[config.mk]
export PLATFORM = sky130hd
export DESIGN_NAME = ras_state_top
export DESIGN_NICKNAME = d
export VERILOG_FILES = /design/src/include/ras_pkg.sv /design/src/include/req_if.sv /design/src/rtl/ras_state_top.sv /design/src/rtl/req_check.sv /design/src/rtl/group_store.sv
export SDC_FILE = /design/constraint.sdc
export NUM_CORES = 1
export LEC_CHECK = 0
export BUFFER_PORTS_ARGS = -buffer_cell sky130_fd_sc_hd__buf_2
export CAP_MARGIN = 0
export CORE_ASPECT_RATIO = 0.75
export CORE_MARGIN = 4
export CORE_UTILIZATION = 60
export DETAILED_ROUTE_END_ITERATION = 8
export PLACE_DENSITY = 0.8
export SYNTH_ARGS = -nofsm -noshare
export SYNTH_HDL_FRONTEND = slang
export SYNTH_SLANG_ARGS = --single-unit
[constraint.sdc]
create_clock -name i_mclk -period 5 [get_ports i_mclk]
set_input_delay 0.5 -clock i_mclk [delete_from_list [all_inputs] [get_ports i_mclk]]
set_output_delay 0.5 -clock i_mclk [all_outputs]
set_load 0.01 [all_outputs]
[src/include/ras_pkg.sv]
package ras_pkg;
  // Byte addresses of the register window, then the request byte and board counts
  localparam logic [7:0] CTRL_OFF = 8'h00;
  localparam logic [7:0] REQ_OFF = 8'h04;
  localparam logic [7:0] RESP_OFF = 8'h1c;
  localparam logic [7:0] SEL_OFF = 8'h20;
  localparam logic [7:0] MAPS_OFF = 8'h24;
  localparam logic [7:0] INST_OFF = 8'h28;
  localparam logic [7:0] REDUN_OFF = 8'h2c;
  localparam logic [7:0] MASK_OFF = 8'h30;
  localparam int REQ_BYTES = 6;
  localparam int GROUPS = 4;
  // Control register fields
  localparam int CTRL_OP_LSB = 0;
  localparam int CTRL_LEN_LSB = 4;
  localparam logic [1:0] OP_SOCKET = 2'h1;
  localparam logic [1:0] OP_REDUN = 2'h2;
  localparam logic [1:0] OP_CONFIG = 2'h3;
  // Completion codes
  localparam logic [7:0] CC_OK = 8'h00;
  localparam logic [7:0] CC_BAD_CMD = 8'hc1;
  localparam logic [7:0] CC_SHORT = 8'hc7;
  localparam logic [7:0] CC_LONG = 8'hc8;
  localparam logic [7:0] CC_BAD_FIELD = 8'hcc;
  // Request field values
  localparam logic [2:0] LEN_SOCKET_FULL = 3'h6;
  localparam logic [2:0] LEN_RAS = 3'h2;
  localparam logic [6:0] GROUP_ID_MIN = 7'h01;
  localparam logic [6:0] GROUP_ID_MAX = 7'h04;
  localparam logic [3:0] DOM_SPARING = 4'h0;
  localparam logic [3:0] DOM_MIRROR = 4'h1;
  localparam logic [3:0] SPARE_INST_MAX = 4'h2;
  localparam logic [3:0] MIRROR_INST_MAX = 4'h1;
  localparam logic [3:0] INST_FIRST = 4'h1;
  localparam logic [1:0] ST_RESERVED = 2'h3;
  // Values after reset, and the no-slot code
  localparam logic [7:0] BYTE_RESET = 8'h00;
  localparam logic [1:0] STATE_RESET = 2'h0;
  localparam logic [7:0] MASK_RESET = 8'h00;
  localparam logic [2:0] NO_SLOT = 3'h7;
endpackage : ras_pkg

[src/include/req_if.sv]
interface req_if;
  logic [1:0] opcode;
  logic [2:0] len;
  logic [5:0][7:0] rb;
  logic commit;
  logic [7:0] cc;
  logic [1:0] grp;
  modport src (output opcode, output len, output rb, output commit, input cc, input grp);
  modport chk (input opcode, input len, input rb, output cc, output grp);
  modport store (input rb, input commit, input grp);
endinterface : req_if

[src/rtl/ras_state_top.sv]
// Operation
// - Bit k of request bytes two to six is socket k+1 of the chosen board.
// - Byte two set bit means socket exists, clear means it does not.
// - Byte three set bit marks the module failed, clear means good.
// - Byte four set bit marks the module disabled, clear means good.
// - Byte five set bit marks the module spare, clear means primary.
// - Byte six set bit means module installed, clear means empty socket.
// - One byte suffices when board is absent, otherwise six bytes needed.
// - Redundancy byte one bits 7:4 give domain type, sparing or mirroring.
// - Redundancy byte one bits 3:0 give domain instance, counted from one.
// - Redundancy byte two bits 1:0 give state, code three reserved.
// - Sparing instances name branches zero and one, mirroring only one instance.
// - Sufficient means degraded but working, insufficient means domain stopped.
// - Config byte one set bits enable matching sparing domains.
// - Config byte two set bits enable matching mirroring domains.
// - One presence sensor per domain follows that domain's mask bit.
// - Sparing mask bits are branches zero and one, mirror bit zero both.
// - Every set request is answered by one completion code byte.
// - Socket byte one bits 7:1 pick board one to four, bit 0 presence.
//
// Register access over Avalon-MM and the placing of the registers were left to the implementer.
module ras_state_top (
  input wire logic i_mclk,
  input wire logic i_rst,
  input wire logic [7:0] i_address,
  input wire logic i_read,
  input wire logic i_write,
  input wire logic [31:0] i_writedata,
  input wire logic [3:0] i_byteenable,
  output logic [31:0] o_readdata,
  output logic o_waitrequest,
  output logic [7:0] o_spare_present,
  output logic [7:0] o_mirror_present
);
  typedef enum logic [0:0] {PH_IDLE, PH_EXEC} phase_t;

  // Maps a byte address onto a request byte slot
  function automatic logic [2:0] req_slot(input logic [7:0] addr);
    logic [7:0] rel;
    rel = addr - ras_pkg::REQ_OFF;
    if (addr >= ras_pkg::REQ_OFF && rel[1:0] == 2'h0
        && rel[7:2] < 6'(ras_pkg::REQ_BYTES))
      req_slot = rel[4:2];
    else
      req_slot = ras_pkg::NO_SLOT;
  endfunction : req_slot

  ////////////////////////////////////////////////////////////////////////////
  // State

  logic wait_r;
  logic [31:0] rdata_r;
  phase_t phase_r;
  phase_t phase_nxt;
  logic [7:0] ctrl_r;
  logic [5:0][7:0] req_r;
  logic [7:0] cc_r;
  logic valid_r;
  logic valid_nxt;
  logic [1:0] sel_r;
  logic [1:0][1:0] spare_st_r;
  logic [1:0] mirror_st_r;
  logic [7:0] spare_mask_r;
  logic [7:0] mirror_mask_r;
  logic [31:0] maps;
  logic [8:0] inst;

  req_if rq ();

  ////////////////////////////////////////////////////////////////////////////
  // Bus decode

  wire logic exec = (phase_r == PH_EXEC);
  // Hold off any access while a request is being executed
  wire logic first = (i_read | i_write) & wait_r & ~exec;
  wire logic wr_take = i_write & ~wait_r;
  wire logic rd_take = i_read & ~wait_r;
  wire logic lane0 = i_byteenable[0];
  wire logic [2:0] slot = req_slot(i_address);
  wire logic slot_hit = (slot != ras_pkg::NO_SLOT);
  wire logic ctrl_wr = wr_take & lane0 & (i_address == ras_pkg::CTRL_OFF);
  wire logic byte_wr = wr_take & lane0 & slot_hit;
  wire logic sel_wr = wr_take & lane0 & (i_address == ras_pkg::SEL_OFF);
  wire logic resp_rd = rd_take & (i_address == ras_pkg::RESP_OFF);

  wire logic [31:0] rd_mux =
      (i_address == ras_pkg::CTRL_OFF) ? {24'h0, ctrl_r}
    : slot_hit ? {24'h0, req_r[slot]}
    : (i_address == ras_pkg::RESP_OFF) ? {23'h0, valid_r, cc_r}
    : (i_address == ras_pkg::SEL_OFF) ? {30'h0, sel_r}
    : (i_address == ras_pkg::MAPS_OFF) ? maps
    : (i_address == ras_pkg::INST_OFF) ? {23'h0, inst}
    : (i_address == ras_pkg::REDUN_OFF) ? {26'h0, mirror_st_r, spare_st_r}
    : (i_address == ras_pkg::MASK_OFF) ? {16'h0, mirror_mask_r, spare_mask_r}
    : 32'h0;

  ////////////////////////////////////////////////////////////////////////////
  // Request decode

  wire logic [1:0] op = ctrl_r[ras_pkg::CTRL_OP_LSB +: 2];
  wire logic [2:0] req_len = ctrl_r[ras_pkg::CTRL_LEN_LSB +: 3];
  wire logic ok = (rq.cc == ras_pkg::CC_OK);
  wire logic red_commit = exec & ok & (op == ras_pkg::OP_REDUN);
  wire logic cfg_commit = exec & ok & (op == ras_pkg::OP_CONFIG);
  wire logic [7:0] byte_one = req_r[0];
  wire logic [7:0] byte_two = req_r[1];
  wire logic [3:0] dom_type = byte_one[7:4];
  wire logic [3:0] dom_inst = byte_one[3:0];
  wire logic [3:0] branch_full = dom_inst - ras_pkg::INST_FIRST;
  wire logic branch = branch_full[0];
  // Redundant, degraded but working, or stopped
  wire logic [1:0] dom_state = byte_two[1:0];
  wire logic is_mirror = (dom_type == ras_pkg::DOM_MIRROR);
  wire logic [6:0] group_id = byte_one[7:1];

  assign rq.opcode = op;
  assign rq.len = req_len;
  assign rq.rb = req_r;
  // Stored state only moves on an accepted request
  assign rq.commit = exec & ok & (op == ras_pkg::OP_SOCKET);

  // Completion flag: a new answer beats a clearing read
  assign valid_nxt = exec ? 1'b1 : (resp_rd ? 1'b0 : valid_r);

  always_comb
  begin
    phase_nxt = PH_IDLE;
    case (phase_r)
      PH_IDLE: phase_nxt = ctrl_wr ? PH_EXEC : PH_IDLE;
      PH_EXEC: phase_nxt = PH_IDLE;
      default: phase_nxt = PH_IDLE;
    endcase
  end

  ////////////////////////////////////////////////////////////////////////////
  // Submodules

  req_check u_check (
    .bus(rq.chk)
  );

  group_store #(
    .GROUPS(ras_pkg::GROUPS)
  ) u_store (
    .i_mclk(i_mclk),
    .i_rst(i_rst),
    .bus(rq.store),
    .i_sel(sel_r),
    .o_maps(maps),
    .o_inst(inst)
  );

  ////////////////////////////////////////////////////////////////////////////
  // Bus slave registers

  always_ff @(posedge i_mclk)
  begin
    if (i_rst)
      wait_r <= 1'b1;
    else
      wait_r <= ~first;
  end

  always_ff @(posedge i_mclk)
  begin
    if (i_rst)
      rdata_r <= 32'h0;
    else if (first)
      rdata_r <= i_read ? rd_mux : 32'h0;
  end

  always_ff @(posedge i_mclk)
  begin
    if (i_rst)
      phase_r <= PH_IDLE;
    else
      phase_r <= phase_nxt;
  end

  always_ff @(posedge i_mclk)
  begin
    if (i_rst)
      ctrl_r <= ras_pkg::BYTE_RESET;
    else if (ctrl_wr)
      ctrl_r <= i_writedata[7:0];
  end

  always_ff @(posedge i_mclk)
  begin
    if (i_rst)
      req_r <= '0;
    else if (byte_wr)
      req_r[slot] <= i_writedata[7:0];
  end

  always_ff @(posedge i_mclk)
  begin
    if (i_rst)
      sel_r <= 2'h0;
    else if (sel_wr)
      sel_r <= i_writedata[1:0];
  end

  ////////////////////////////////////////////////////////////////////////////
  // Answer and domain state

  always_ff @(posedge i_mclk)
  begin
    if (i_rst)
      cc_r <= ras_pkg::CC_OK;
    else if (exec)
      cc_r <= rq.cc;
  end

  always_ff @(posedge i_mclk)
  begin
    if (i_rst)
      valid_r <= 1'b0;
    else
      valid_r <= valid_nxt;
  end

  always_ff @(posedge i_mclk)
  begin
    if (i_rst)
    begin
      spare_st_r <= {ras_pkg::STATE_RESET, ras_pkg::STATE_RESET};
      mirror_st_r <= ras_pkg::STATE_RESET;
    end
    else if (red_commit && is_mirror)
      mirror_st_r <= dom_state;
    else if (red_commit)
      spare_st_r[branch] <= dom_state;
  end

  always_ff @(posedge i_mclk)
  begin
    if (i_rst)
    begin
      spare_mask_r <= ras_pkg::MASK_RESET;
      mirror_mask_r <= ras_pkg::MASK_RESET;
    end
    else if (cfg_commit)
    begin
      spare_mask_r <= byte_one;
      mirror_mask_r <= byte_two;
    end
  end

  assign o_readdata = rdata_r;
  assign o_waitrequest = wait_r;
  // Each sensor tracks its domain's mask bit
  assign o_spare_present = spare_mask_r;
  assign o_mirror_present = mirror_mask_r;
endmodule : ras_state_top

[src/rtl/req_check.sv]
module req_check (
  req_if.chk bus
);
  function automatic logic [7:0] socket_cc(input logic [2:0] len, input logic [7:0] b0);
    logic [6:0] id;
    id = b0[7:1];
    if (len == 3'h0)
      socket_cc = ras_pkg::CC_SHORT;
    else if (len > ras_pkg::LEN_SOCKET_FULL)
      socket_cc = ras_pkg::CC_LONG;
    else if (id < ras_pkg::GROUP_ID_MIN || id > ras_pkg::GROUP_ID_MAX)
      socket_cc = ras_pkg::CC_BAD_FIELD;
    else if (!b0[0])
      socket_cc = ras_pkg::CC_OK;
    else if (len < ras_pkg::LEN_SOCKET_FULL)
      socket_cc = ras_pkg::CC_SHORT;
    else
      socket_cc = ras_pkg::CC_OK;
  endfunction : socket_cc

  function automatic logic [7:0] ras_cc(input logic [2:0] len, input logic [7:0] b0,
                                        input logic [7:0] b1);
    logic [3:0] kind;
    logic [3:0] inst;
    kind = b0[7:4];
    inst = b0[3:0];
    if (len < ras_pkg::LEN_RAS)
      ras_cc = ras_pkg::CC_SHORT;
    else if (len > ras_pkg::LEN_RAS)
      ras_cc = ras_pkg::CC_LONG;
    else if (kind == ras_pkg::DOM_SPARING)
      ras_cc = (inst < ras_pkg::INST_FIRST || inst > ras_pkg::SPARE_INST_MAX)
             ? ras_pkg::CC_BAD_FIELD : ras_pkg::CC_OK;
    else if (kind == ras_pkg::DOM_MIRROR)
      ras_cc = (inst != ras_pkg::MIRROR_INST_MAX)
             ? ras_pkg::CC_BAD_FIELD : ras_pkg::CC_OK;
    else
      ras_cc = ras_pkg::CC_BAD_FIELD;
    if (ras_cc == ras_pkg::CC_OK && b1[1:0] == ras_pkg::ST_RESERVED)
      ras_cc = ras_pkg::CC_BAD_FIELD;
  endfunction : ras_cc

  wire logic [6:0] grp_full = bus.rb[0][7:1] - ras_pkg::GROUP_ID_MIN;
  wire logic [7:0] cfg_cc = (bus.len < ras_pkg::LEN_RAS) ? ras_pkg::CC_SHORT
                          : (bus.len > ras_pkg::LEN_RAS) ? ras_pkg::CC_LONG : ras_pkg::CC_OK;

  // Group id 1..4 selects riser board slot 0..3
  assign bus.grp = grp_full[1:0];
  assign bus.cc = (bus.opcode == ras_pkg::OP_SOCKET) ? socket_cc(bus.len, bus.rb[0])
                : (bus.opcode == ras_pkg::OP_REDUN) ? ras_cc(bus.len, bus.rb[0], bus.rb[1])
                : (bus.opcode == ras_pkg::OP_CONFIG) ? cfg_cc
                : ras_pkg::CC_BAD_CMD;
endmodule : req_check

[src/rtl/group_store.sv]
module group_store #(
  parameter int GROUPS = ras_pkg::GROUPS
) (
  input wire logic i_mclk,
  input wire logic i_rst,
  req_if.store bus,
  input wire logic [1:0] i_sel,
  output logic [31:0] o_maps,
  output logic [8:0] o_inst
);
  logic [7:0] exist_r [GROUPS];
  logic [7:0] fail_r [GROUPS];
  logic [7:0] dis_r [GROUPS];
  logic [7:0] spare_r [GROUPS];
  logic [7:0] inst_r [GROUPS];
  logic [GROUPS-1:0] board_r;

  wire logic present = bus.rb[0][0];

  // Absent board keeps no module state
  always_ff @(posedge i_mclk)
  begin
    if (i_rst)
    begin
      for (int g = 0; g < GROUPS; g++)
      begin
        exist_r[g] <= ras_pkg::BYTE_RESET;
        fail_r[g] <= ras_pkg::BYTE_RESET;
        dis_r[g] <= ras_pkg::BYTE_RESET;
        spare_r[g] <= ras_pkg::BYTE_RESET;
        inst_r[g] <= ras_pkg::BYTE_RESET;
      end
      board_r <= '0;
    end
    else if (bus.commit)
    begin
      board_r[bus.grp] <= present;
      exist_r[bus.grp] <= present ? bus.rb[1] : ras_pkg::BYTE_RESET;
      fail_r[bus.grp] <= present ? bus.rb[2] : ras_pkg::BYTE_RESET;
      dis_r[bus.grp] <= present ? bus.rb[3] : ras_pkg::BYTE_RESET;
      spare_r[bus.grp] <= present ? bus.rb[4] : ras_pkg::BYTE_RESET;
      inst_r[bus.grp] <= present ? bus.rb[5] : ras_pkg::BYTE_RESET;
    end
  end

  // Bit k of each map is socket k+1 of the selected board
  assign o_maps = {spare_r[i_sel], dis_r[i_sel], fail_r[i_sel], exist_r[i_sel]};
  assign o_inst = {board_r[i_sel], inst_r[i_sel]};
endmodule : group_store

==> reports/results.ini <==
[status]
status = complete, no violations

[sta]
drv_slew = 0
final-hold-violation-count = 0
grt_setup_unrepaired = no
finalSetupViolCount = 0
fin_ws_ns = 1.08
max_slew_margin_pct = 33.3
fin_crit_ns = 3.92
post-route-period-util_pct = 78.4
tightest_slew_ns = 0.992
fin_worst_skew_ns = 0.0279
finalSetupTns_ns = 0
fmaxAchievable_mhz = 255

[final_layout]
drive_gt1_share_pct = 17.9
final_common_cell = nor2_1
final_cell_area_mm2 = 0.0144
stdcell_count = 1472
synthToLayoutAreaGrowth_pct = 12.0
fin_nets = 1221
antenna_cells = 0
final_cell_mix = nor2_1, edfxtp_1, dfxtp_1, mux2i_1, nand2_1

[placement]
dp_hpwl_um = 23200
placedCellCount = 1422
gp_congestion = 0.960
port_buffers = 69
dpl_worst_slack_ns = 1.18
place_area_mm2 = 0.0135

[route]
vias_per_cell = 6.40
wl_per_cell_um = 23.7
ant_nets = 0
finalWirelength_um = 35000
drc = 0
route.vias.total = 9421
dr.pass1.iters = 5
drt_iter0_markers = 1236

[clocking]
cts_resized = 0
worstSkewPairLatency_ns = 0.54
clkTransAtPathRegs_ns = 0.07
cts_root_buf = clkbuf_16
clock-sinks = 286
cts_tree = done
h-tree-depth = 1
cts_setup_buffers = 0
cts_buffers = 27
cts_buffer_depth = 3
ctsHoldBuffers = 0

[synthesis]
synth_top_area_share_pct = 37.3
synthArstFlopShare_pct = 0
yosysSeqAreaShare_pct = 57.0
ys.warnings.count = 0
muxShareOfSynthArea_pct = 14.2
synth_cell_types = 68
yosys.area_share.adder_pct = 1.05
synth-main-ff-cell = edfxtp_1
yosys.area.top_type = edfxtp_1
postSynthAreaPerCell_um2 = 11.5
synth_cells = 1117
ys_ff_latch = 286
synth-edff-count = 160
synth-simple-area-share_pct = 15.9
synth_compound_area_share_pct = 9.07
synth_area_leaders = edfxtp_1, dfxtp_1, mux4_2
synth_top_family_by_area = simple AND/OR/NAND/NOR gates
synth_xor_area_share_pct = 0.204
synth_area_mm2 = 0.0129
syn_nets = 1175

[floorplanning]
initial_core_util_pct = 60.9
fp.dieW_um = 177
die_h_um = 135
rows = 46
design.core.area_mm2 = 0.0211
fp.dieArea_mm2 = 0.0239
io_pins = 97

[global_route]
grt_max_degree = 49
grt-ovfl-total = 0
grt_usage_pct = 29.3
grt_pass1_vias = 9053
antenna_found_initial = 0
grt_pass1_wl_um = 53300

[power_and_ir_drop]
irDropWorstVdd_v = 0.000232
power_switching_w = 0.00107
p_per_area_mw_per_mm2 = 338
power.total_w = 0.00486
seq_power_share_pct = 52.6
comb_power_share_pct = 4.7
p_sw_share_pct = 22.1
p_int_w = 0.00379
cellLeakagePower_nw = 4.97
clock_power_share_pct = 42.7

[setup_path]
critPathRequiredTime_ns = 5.16
critPathLaunchType = register
crit_arrival_ns = 4.08
critical_path_class = register to register
worstPathMaxFanout = 37
r2r_cells = 9
worst_setup_path_end_kind = register

[run]
drv_cap = 0

[hold_path]
hold_path_class = primary input to register
min_path_cells = 3

==> power by group through the flow <==
stage | clock [W] | sequential (W) | combinational (W)
floorplan | 0 | 0.00260 | 0.000139
CTS | 0.00208 | 0.00256 | 0.000225
finish | 0.00208 | 0.00256 | 0.000231
detailed placement | 0 | 0.00261 | 0.000225
global placement | 0 | 0.00260 | 0.000223
global route | 0.00218 | 0.00256 | 0.000243
==> area by class of cell <==
class | count | area [um2]
clock buffer | 30 | 707
clock inverter | 20 | 188
fill | 1555 | 6720
inverter | 9 | 33.8
multi-input combinational | 743 | 5240
sequential | 286 | 7330
tap | 288 | 360
timing repair buffer | 96 | 551
==> cell families (layout without fill, tap and decap cells) <==
logic type               Yosys count  in the layout
AND/OR/NAND/NOR                  439            439
flip-flops                       286            286
AO/OA/AOI/OAI                    163            163
multiplexers                     127            127
buffers and inverters             88            155
adder cells (fa/ha/maj)           11             11
XOR/XNOR                           3              3
==> registers in the layout, summed over array words and instances, names as in the netlist, named ones only <==
signal,flops
byte_one,8
byte_two,8
cc_r,5
ctrl_r,8
exec,1
mirror_st_r,2
o_mirror_present,8
o_readdata,32
o_spare_present,8
o_waitrequest,1
req_r,32
sel_r,2
spare_st_r,4
u_store.board_r,4
u_store.dis_r,32
u_store.exist_r,32
u_store.fail_r,32
u_store.inst_r,32
u_store.spare_r,32
valid_r,1
==> cells in the mapped netlist (all sizes together), types with 6 or more instances <==
cell / count
a211oi: 11
a21oi: 22
a22oi: 11
a31oi: 6
a32o: 25
and2: 44
and3: 6
buf: 11
clkbuf: 68
dfxtp: 126
edfxtp: 160
ha: 10
inv: 9
mux2i: 82
mux4: 44
nand2: 81
nand2b: 17
nand3: 12
nor2: 225
nor2b: 10
nor3: 12
o21ai: 38
o22ai: 9
or3: 6
==> path summary, 6_finish.rpt <==
kind / slack, ns / to / start
max: 1.08 / u_store.fail_r[1][3] / byte_one[1]
min: 0.30 / ctrl_r[0] / i_writedata[0]
max reg2reg: 1.08 / u_store.fail_r[1][3] / byte_one[1]
min reg2reg: 0.46 / o_readdata[30] / o_readdata[30]
==> metrics by stage <==
step / util (%) / hold slack [ns]
4_1_cts: 68.2 / 0.285
5_1_grt: 68.2 / 0.307
3_5_place_dp: 64.0 / 0.442
6_report: 68.2 / 0.298
2_1_floorplan: - / 0.448
3_3_place_gp: 64.0 / 0.443
==> critical path: stages, from the launching register on <==
cell	delay, ns
dfxtp_1	0.51
inv_1	0.23
ha_1	0.17
nor2b_1	0.05
o41a_1	0.44
a22o_1	0.32
nor3_2	0.48
nand3_2	0.48
nand2b_2	0.29
buf_4	0.52
==> routing by layer <==
metal	up-vias	share of wire, %	GRT usage (%)
met4	0	2.6	7.99
li1	4187	-	-
met2	524	45	44.2
met1	4645	41	43.7
met5	-	0	0
met3	65	11	6.30
Power figures use the tool's default switching activity.
